**src/soft_limit_defines.svh**
```systemverilog
`ifndef SOFT_LIMIT_DEFINES_SVH
`define SOFT_LIMIT_DEFINES_SVH

// ==========================================================
// setting digits and field positions
`define ENABLE_DIGIT_LSB 0
`define CHECK_DIGIT_LSB 8
`define LIMIT_BOTH 4'h0
`define LIMIT_FWD_ONLY 4'h1
`define LIMIT_REV_ONLY 4'h2
`define LIMIT_NONE 4'h3
`define CHECK_ON 4'h1
`define WARN_DETECT 4'h1

// ==========================================================
// limit values (documented defaults, reference units)
`define FWD_LIMIT_DEFAULT 32'h3fffffff
`define REV_LIMIT_DEFAULT 32'hc0000001

// ==========================================================
// timing
`define REF_CLK_KHZ 25000
`define DELAY_UNIT_MS 10
`define DELAY_UNIT_CYCLES (`DELAY_UNIT_MS * `REF_CLK_KHZ)
`define DELAY_MAX_UNITS 6'h32
`define TICK_WIDTH 18

`endif

```
**src/soft_limit_pkg.sv**
```systemverilog
package soft_limit_pkg;

  typedef logic signed [31:0] position_type;

  // host commands, all one-cycle strobes except the flag and target
  typedef struct packed {
    logic servo_power_on_cmd;
    logic servo_power_off_cmd;
    logic homing_cmd;
    logic position_set;
    logic reference_point_valid;
    logic positioning_cmd;
    logic interpolation_cmd;
    position_type target;
  } cmd_type;

  typedef enum logic [2:0] {
    PH_OFF = 3'b001,
    PH_RUN = 3'b010,
    PH_DELAY = 3'b100
  } phase_type;

  typedef struct packed {
    logic fwd_meta;
    logic fwd_sync;
    logic rev_meta;
    logic rev_sync;
    logic ref_valid;
    logic warn;
    phase_type phase;
    logic brake;
    logic power;
    logic estop;
    logic decel;
    logic move_valid;
    position_type stop_pos;
  } state_type;

  typedef struct packed {
    logic busy;
    logic done;
    logic [5:0] units;
    logic [17:0] ticks;
  } timer_state_type;

endpackage

```
**src/brake_delay_timer.sv**
```systemverilog
`timescale 1ns/1ps
`include "soft_limit_defines.svh"

module brake_delay_timer #(
  parameter int UNIT_CYCLES = `DELAY_UNIT_CYCLES
) (
  // clock and reset
  input wire logic ref_clk,
  input wire logic srst,
  input wire logic clk_en,
  // control
  input wire logic start,
  input wire logic [5:0] units,
  output logic done
);
  import soft_limit_pkg::*;

  if (UNIT_CYCLES < 1 || UNIT_CYCLES > (1 << `TICK_WIDTH)) begin : g_bad_unit
    $error("UNIT_CYCLES out of range");
  end

  localparam logic [17:0] TICK_LAST = 18'(UNIT_CYCLES - 1);

  timer_state_type s_q;
  timer_state_type s_d;

  always_comb begin
    s_d = s_q;
    s_d.done = 1'b0;
    if (start) begin
      s_d.busy = (units != 6'h0);
      s_d.done = (units == 6'h0);
      s_d.units = units;
      s_d.ticks = TICK_LAST;
    end else if (s_q.busy) begin
      if (s_q.ticks != 18'h0) begin
        s_d.ticks = s_q.ticks - 18'h1;
      end else if (s_q.units == 6'h1) begin
        s_d.busy = 1'b0;
        s_d.done = 1'b1;
      end else begin
        s_d.units = s_q.units - 6'h1;
        s_d.ticks = TICK_LAST;
      end
    end
  end

  always_ff @(posedge ref_clk) begin
    if (srst) begin
      s_q <= '0;
    end else if (clk_en) begin
      s_q <= s_d;
    end
  end

  assign done = s_q.done;
endmodule

```
**src/soft_limit_and_brake_timing.sv**
```systemverilog
`timescale 1ns/1ps
`include "soft_limit_defines.svh"

module soft_limit_and_brake_timing #(
  parameter int UNIT_CYCLES = `DELAY_UNIT_CYCLES
) (
  // clock and reset
  input wire logic ref_clk,
  input wire logic srst,
  input wire logic clk_en,
  // settings
  input wire logic [3:0] travel_warning_select,
  input wire logic [15:0] soft_limit_control,
  input wire soft_limit_pkg::position_type forward_position_limit,
  input wire soft_limit_pkg::position_type reverse_position_limit,
  input wire logic [5:0] brake_to_power_off_delay,
  // host commands
  input wire soft_limit_pkg::cmd_type cmd,
  input wire logic warning_clear,
  // drive status
  input wire logic alarm,
  input wire soft_limit_pkg::position_type feedback_position,
  // pins, high while run allowed
  input wire logic forward_travel_block,
  input wire logic reverse_travel_block,
  // outputs
  output logic brake_release_out,
  output logic motor_power_on,
  output logic emergency_stop,
  output logic overtravel_warning,
  output logic reference_established,
  output logic move_valid,
  output logic decel_stop,
  output soft_limit_pkg::position_type stop_position
);
  import soft_limit_pkg::*;

  if (UNIT_CYCLES < 1) begin : g_bad_unit
    $error("UNIT_CYCLES must be positive");
  end

  // ==========================================================
  // helpers
  function automatic logic outside(input position_type pos, input position_type fwd,
                                   input position_type rev, input logic fen, input logic ren);
    outside = (fen && (pos > fwd)) || (ren && (pos < rev));
  endfunction

  state_type s_q;
  state_type s_d;
  logic [3:0] en_digit;
  logic [3:0] chk_digit;
  logic warn_en;
  logic fen;
  logic ren;
  logic hw_ot;
  logic soft_ot;
  logic timer_start;
  logic timer_done;
  logic move;

  assign en_digit = soft_limit_control[`ENABLE_DIGIT_LSB +: 4];
  assign chk_digit = soft_limit_control[`CHECK_DIGIT_LSB +: 4];
  assign warn_en = (travel_warning_select == `WARN_DETECT);
  // settings act combinationally so a change takes hold at once
  assign fen = s_q.ref_valid
               && ((en_digit == `LIMIT_BOTH) || (en_digit == `LIMIT_FWD_ONLY));
  assign ren = s_q.ref_valid
               && ((en_digit == `LIMIT_BOTH) || (en_digit == `LIMIT_REV_ONLY));
  assign hw_ot = !s_q.fwd_sync || !s_q.rev_sync;
  assign soft_ot = outside(feedback_position, forward_position_limit,
                           reverse_position_limit, fen, ren);
  assign move = cmd.positioning_cmd || cmd.interpolation_cmd;

  // ==========================================================
  // next state
  always_comb begin
    s_d = s_q;
    timer_start = 1'b0;
    s_d.fwd_meta = forward_travel_block;
    s_d.fwd_sync = s_q.fwd_meta;
    s_d.rev_meta = reverse_travel_block;
    s_d.rev_sync = s_q.rev_meta;

    if (cmd.homing_cmd) begin
      s_d.ref_valid = 1'b1;
    end else if (cmd.position_set) begin
      s_d.ref_valid = cmd.reference_point_valid;
    end

    // same stop path as the hardware inputs
    s_d.estop = s_q.power && (hw_ot || soft_ot);

    // sticky; a fresh detection beats a clear in the same cycle
    s_d.warn = (warn_en && s_q.power && (hw_ot || soft_ot))
               || (s_q.warn && !warning_clear);

    // warning state is not consulted here on purpose
    s_d.move_valid = move;
    s_d.decel = 1'b0;
    if (move) begin
      s_d.stop_pos = cmd.target;
      if ((chk_digit == `CHECK_ON) && outside(cmd.target, forward_position_limit,
                                              reverse_position_limit, fen, ren)) begin
        s_d.decel = 1'b1;
        s_d.stop_pos = (cmd.target > forward_position_limit) ?
                       forward_position_limit : reverse_position_limit;
      end
    end

    case (s_q.phase)
      PH_OFF: begin
        if (cmd.servo_power_on_cmd && !alarm) begin
          s_d.phase = PH_RUN;
          s_d.power = 1'b1;
          s_d.brake = 1'b1;
        end
      end
      PH_RUN: begin
        if (alarm) begin
          s_d.phase = PH_OFF;
          s_d.power = 1'b0;
          s_d.brake = 1'b0;
        end else if (cmd.servo_power_off_cmd) begin
          s_d.brake = 1'b0;
          if (brake_to_power_off_delay == 6'h0) begin
            s_d.phase = PH_OFF;
            s_d.power = 1'b0;
          end else begin
            s_d.phase = PH_DELAY;
            timer_start = 1'b1;
          end
        end
      end
      PH_DELAY: begin
        // alarm cuts power without waiting for the hold time
        if (alarm || timer_done) begin
          s_d.phase = PH_OFF;
          s_d.power = 1'b0;
        end
      end
      default: begin
        s_d.phase = PH_OFF;
        s_d.power = 1'b0;
        s_d.brake = 1'b0;
      end
    endcase
  end

  always_ff @(posedge ref_clk) begin
    if (srst) begin
      s_q <= '{fwd_meta: 1'b1, fwd_sync: 1'b1, rev_meta: 1'b1, rev_sync: 1'b1,
               ref_valid: 1'b0, warn: 1'b0, phase: PH_OFF, brake: 1'b0, power: 1'b0,
               estop: 1'b0, decel: 1'b0, move_valid: 1'b0, stop_pos: 32'h0};
    end else if (clk_en) begin
      s_q <= s_d;
    end
  end

  // ==========================================================
  // power-off hold timer
  brake_delay_timer #(
    .UNIT_CYCLES(UNIT_CYCLES)
  ) u_hold (
    .ref_clk(ref_clk),
    .srst(srst),
    .clk_en(clk_en),
    .start(timer_start),
    .units((brake_to_power_off_delay > `DELAY_MAX_UNITS) ?
           `DELAY_MAX_UNITS : brake_to_power_off_delay),
    .done(timer_done)
  );

  assign brake_release_out = s_q.brake;
  assign motor_power_on = s_q.power;
  assign emergency_stop = s_q.estop;
  assign overtravel_warning = s_q.warn;
  assign reference_established = s_q.ref_valid;
  assign move_valid = s_q.move_valid;
  assign decel_stop = s_q.decel;
  assign stop_position = s_q.stop_pos;
endmodule

```
**config.mk**
```make
export PLATFORM = sky130hd
export DESIGN_NAME = soft_limit_and_brake_timing
export DESIGN_NICKNAME = d
export VERILOG_FILES = /design/src/soft_limit_pkg.sv /design/src/brake_delay_timer.sv /design/src/soft_limit_and_brake_timing.sv
export VERILOG_INCLUDE_DIRS = /design/src
export SDC_FILE = /design/constraint.sdc
export NUM_CORES = 1
export LEC_CHECK = 0
export BUFFER_PORTS_ARGS = -buffer_cell sky130_fd_sc_hd__buf_2
export CORE_ASPECT_RATIO = 1.2
export CORE_MARGIN = 3
export CORE_UTILIZATION = 50
export CTS_CLUSTER_SIZE = 40
export DETAILED_ROUTE_END_ITERATION = 12
export PLACE_DENSITY = 0.8
export SETUP_SLACK_MARGIN = 0.2
export SLEW_MARGIN = 20
export SYNTH_ARGS = -nofsm -noshare
export SYNTH_HDL_FRONTEND = slang
export SYNTH_SLANG_ARGS = --single-unit
```
**constraint.sdc**
```tcl
create_clock -name ref_clk -period 3.91 [get_ports ref_clk]
set_clock_uncertainty 0.1 [all_clocks]
set_input_delay 0.782 -clock ref_clk [delete_from_list [all_inputs] [get_ports ref_clk]]
set_output_delay 0.782 -clock ref_clk [all_outputs]
set_load 0.02 [all_outputs]
```
; After elaboration in Yosys (flattened, before gate mapping)
; Index checks and enable logic that the tools add are counted.
; W data, S select, Z words.
[word_totals]
regBits = 72
inputBits = 168
output_inout_bits = 39
elab_cells = 106
[op_classes]
n_addsub = 2
n_lt_le_gt_ge = 5
n_eq_ne = 15
muxes = 27
n_bitwise = 1
reduce_logical = 39
[op_table]
columns = cell, n
row1 = $gt A32 B32 Y1, 2
row2 = $lt A32 B32 Y1, 2
row3 = $mux W32, 2
row4 = $mux W26, 2
row5 = $mux W24, 1
row6 = $mux W18, 1
row7 = $reduce_bool A18 Y1, 1
row8 = $sub A18 B1 Y18 const B, 1
row9 = $mux W5, 3
row10 = $eq A4 B1 Y1 const B, 3
row11 = $logic_and A1 B1 Y1, 12
row12 = $logic_not A6 Y1, 2
row13 = $reduce_and A4 Y1, 3
row14 = $mux W1, 10
row15 = $logic_or A1 B1 Y1, 9
row16 = $pmux W3 S3, 1
row17 = $mux W8, 1
row18 = $ne A2 B2 Y1 const B, 4
row19 = $eq A6 B1 Y1 const B, 1
row20 = $gt A6 B6 Y1 const B, 1
row21 = $mux W3, 2
row22 = $mux W6, 1
row23 = $ne A3 B3 Y1 const B, 2
row24 = $pmux W1 S3, 2
row25 = 15 further kinds, 20

; Depth between registers and ports, before layout
[depth]
word_depth = 8
mapped_depth = 13
mapped_depth_nobuf = 10

; By module
; Synthesis repeated with hierarchy kept, for this count alone.
[hier_totals]
hier_cells = 904
area_unflattened_um2 = 7492.2
[by_module_without_submodules]
columns = module, n_inst, cells_per_inst, area_per_inst_um2, seq_area_each_um2
row1 = soft_limit_and_brake_timing, 1, 702, 5820.6, 920.9
row2 = brake_delay_timer, 1, 202, 1671.6, 520.5

; Worst setup path before layout
; No wires, ideal clock.
[synth_timing]
path_kind = input port to flip-flop
from = input port forward_position_limit[7]
to = register s_q (netlist bit stop_position[10])
setup_ns = 0.079
arrival_ns = 3.176
required_ns = 3.731
setup_slack_ns = 0.555
path_stages = 13
path_buffers = 3
path_cell_list = inv_1 ha_1 a21oi_1 o21ai_0 a221o_1 o31a_1 or2_1 buf_6 mux2i_1 or3b_1 buf_2 buf_6 o221ai_2
[synth_between]
elab_chain_len = 5
word_cells_on_any_way = 6
cone_classes = order compare: 1 / mux: 2 / reduce/logical: 3
[synth_lines]
columns = item, line
row1 = start: declaration, soft_limit_and_brake_timing.sv:14  ; input wire soft_limit_pkg::position_type forward_position_limit,
row2 = $gt A32 B32 Y1 (*), "soft_limit_and_brake_timing.sv:46, soft_limit_and_brake_timing.sv:106"
row3 = $logic_and A1 B1 Y1, soft_limit_and_brake_timing.sv:46  ; outside = (fen && (pos > fwd)) || (ren && (pos < rev));
row4 = $logic_or A1 B1 Y1, soft_limit_and_brake_timing.sv:46
row5 = $logic_and A1 B1 Y1, soft_limit_and_brake_timing.sv:103  ; if ((chk_digit == `CHECK_ON) && outside(cmd.target, forward_position_limit,
row6 = $mux W32 (*), soft_limit_and_brake_timing.sv:103
row7 = end signal: assignment, soft_limit_and_brake_timing.sv:152  ; s_q <= '{fwd_meta: 1'b1, fwd_sync: 1'b1, rev_meta: 1'b1, rev_sync: 1'b1,
row8 = end: declaration, soft_limit_and_brake_timing.sv:49  ; state_type s_q;
; Every way passes the cells marked *; elsewhere a longest branch is shown, timed or not.
; A chain may end at the register's enable or synchronous reset.

; Final worst setup path
[layout_timing]
from = input port forward_position_limit[7]
to = register s_q (netlist bit stop_position[0])
; Same word-level chain as after synthesis.

==> results.yml <==
run_status:
  status: "complete, no violations"
clocking:
  cts_resized: 0
  cts_made_buffers: 9
  clk_pin_slew_ns: 0.06
  post-cts-setup-buffer-count: 0
  h-tree-depth: 3
  cts_hold_buf: 0
  clockBufferDepth: 2
  clkLatencyLatePin_ns: 0.35
  cts_sinks: 72
  cts_tree: "built"
  cts_root_buffer: "clkbuf_16"
final_layout:
  syn_to_final_growth_pct: 18.0
  layout.cells.non_filler: 1292
  seq_area_um2: 1440
  layout_common_cells: "buf_2 (198), ha_1 (128), inv_1 (107)"
  nFillCells: 1365
  final_cell_area_um2: 9010
  fin_nets: 1384
  antenna-diode-count: 0
  layout_commonest_cell: "buf_2"
  layout-drive-gt1-share_pct: 25.2
  multi_input_area_um2: 5410
logic_synthesis:
  synth_ff_type: "dfxtp_1"
  yosys_warnings: 0
  synthCells: 929
  yosysTopAreaCell: "ha_1"
  syn_area_per_cell_um2: 8.22
  ys_seq_area_share_pct: 18.9
  synth_edf_count: 0
  yosys-top-cells-area: "ha_1 (21%), dfxtp_1 (19%), o221ai_2 (5.9%)"
  yosysTopAreaCellShare_pct: 21.1
  ys_ff_latch: 72
  syn_nets: 1226
  syn-cell-area_um2: 7640
  synthDistinctLibCells: 63
  synthArstFlopShare_pct: 0
drt:
  first_pass_iters: 5
  ant_nets: 0
  drt_wl_total_mm: 22.7
  routed_via_density: 5.90
  avgRoutedWirePerCell_um: 17.5
  drc_errors: 0
  drt_iter0_drc: 516
  vias: 7621
die:
  coreArea_um2: 14700
  die_x_um: 119
  initial_core_util_pct: 52.1
  pin_count: 207
  fp.dieArea_um2: 16800
  die_y_um: 141
  rows: 48
placed_design:
  dp.cells: 1276
  portBuffers: 198
  pre_cts_ws_ns: 0.151
  postPlaceCellArea_um2: 8690
  gp_congestion: 0.897
  dpl.hpwl_mm: 17.6
timing:
  finalSetupTns_ns: 0
  finalHoldViolations: 0
  holdWs_ns: 0.361
  tightest_slew_ns: 0.862
  max_slew_margin_pct: 42.1
  period_share_pct: 87.4
  setup_ws_ns: 0.492
  grt_setup_unrepaired: "no"
  fin_crit_ns: 3.42
  fmax_mhz: 293
  finalMaxSlewViolations: 0
  setup_violations: 0
global_route:
  grt_overflow: 0
  grt_use_total_pct: 26.7
  grt_pass1_wl_mm: 36.6
  grt_pass1_vias: 7564
  grt_max_degree: 67
  antenna_found_initial: 1
pwr:
  vdd_ir_drop_max_v: 0.000168
  leakagePower_nw: 4.66
  power_per_cell_area_nw_per_um2: 281
critical_path:
  cp.required_ns: 4.08
  cp.arrival_ns: 3.59
  worstSetupPathType: "in2reg"
  cp-start-kind: "input pin"
  rrSetupSlack_ns: 0.93
  cp-end-kind: "register"
  crit_fanout: 15
hold_path:
  holdCritPathClass: "reg2reg"
flow_run:
  max_cap_viol_count: 0
-- critical path, cell delays in order --
cell and delay [ns]:
buf_2 0.11, inv_1 0.06, ha_1 0.30, a21oi_1 0.14, o21ai_0 0.13, a221o_1 0.38
o31a_1 0.27, or2_1 0.27, mux2i_1 0.20, or3b_2 0.57, buf_12 0.19, o221ai_1 0.17
-- power by group --
group | internal, mW | total [mW] | switching, mW | leakage (nW)
Clock | 0.567 | 0.944 | 0.377 | 0.162
Sequential | 0.760 | 0.776 | 0.0152 | 0.587
Combinational | 0.350 | 0.815 | 0.465 | 3.91
-- stage by stage --
step	util (%)	total power, mW
2_1_floorplan	-	1.33
3_3_place_gp	59.3	1.57
3_5_place_dp	59.3	1.59
4_1_cts	61.5	2.55
5_1_grt	61.5	2.68
6_report	61.5	2.54
-- cells by family (layout without fill, tap and decap cells) --
group / count (synthesis) / count (layout) / synth area share, %
XOR/XNOR: 7 / 7 / 0.803
multiplexers: 40 / 40 / 5.24
flip-flops: 72 / 72 / 18.9
adder cells (fa/ha/maj): 129 / 129 / 21.1
buffers and inverters: 174 / 337 / 10.6
AO/OA/AOI/OAI: 263 / 263 / 26.9
AND/OR/NAND/NOR: 244 / 244 / 16.4
-- metal layers --
| metal | up-vias | wire, µm | track usage (%) |
|---|---|---|---|
| met1 | 3585 | 9250 | 31.1 |
| met4 | 2 | 622 | 10.5 |
| met3 | 52 | 1120 | 4.43 |
| met5 | - | 12 | 0 |
| met2 | 234 | 11700 | 48.6 |
| li1 | 3748 | - | - |
-- registers in the layout (all words and copies together), names as in the netlist, 2 cells and up --
signal         cells
stop_position     32
s_q                5
u_hold.s_q        25
s_d                2
-- synthesized netlist by cell type, types with 22 or more instances --
master	number
o221ai_2	30
buf_4	32
nand2_1	86
mux2i_1	40
a21o_1	52
inv_1	107
a221oi_1	36
clkbuf_1	22
dfxtp_1	72
nor2_1	38
o21ai_0	31
ha_1	129
a21oi_1	58
-- final cells by class --
cell class,instances,area share [%]
Multi-Input combinational cell,683,60.0
Timing Repair Buffer,214,13.2
Sequential cell,72,16.0
Tap cell,200,2.78
Clock buffer,9,2.50
Inverter,107,4.46
Clock inverter,7,1.14
-- worst paths after layout --
check | cells past startpoint | startpoint | endpoint
setup / recovery | 12 | forward_position_limit[7] | stop_position[0]
setup reg to reg | 11 | u_hold.s_q[0] | u_hold.s_q[8]
hold reg to reg | 2 | stop_position[21] | stop_position[21]
hold / removal | 2 | stop_position[21] | stop_position[21]
Note: power is estimated with default switching activity, not from simulation.
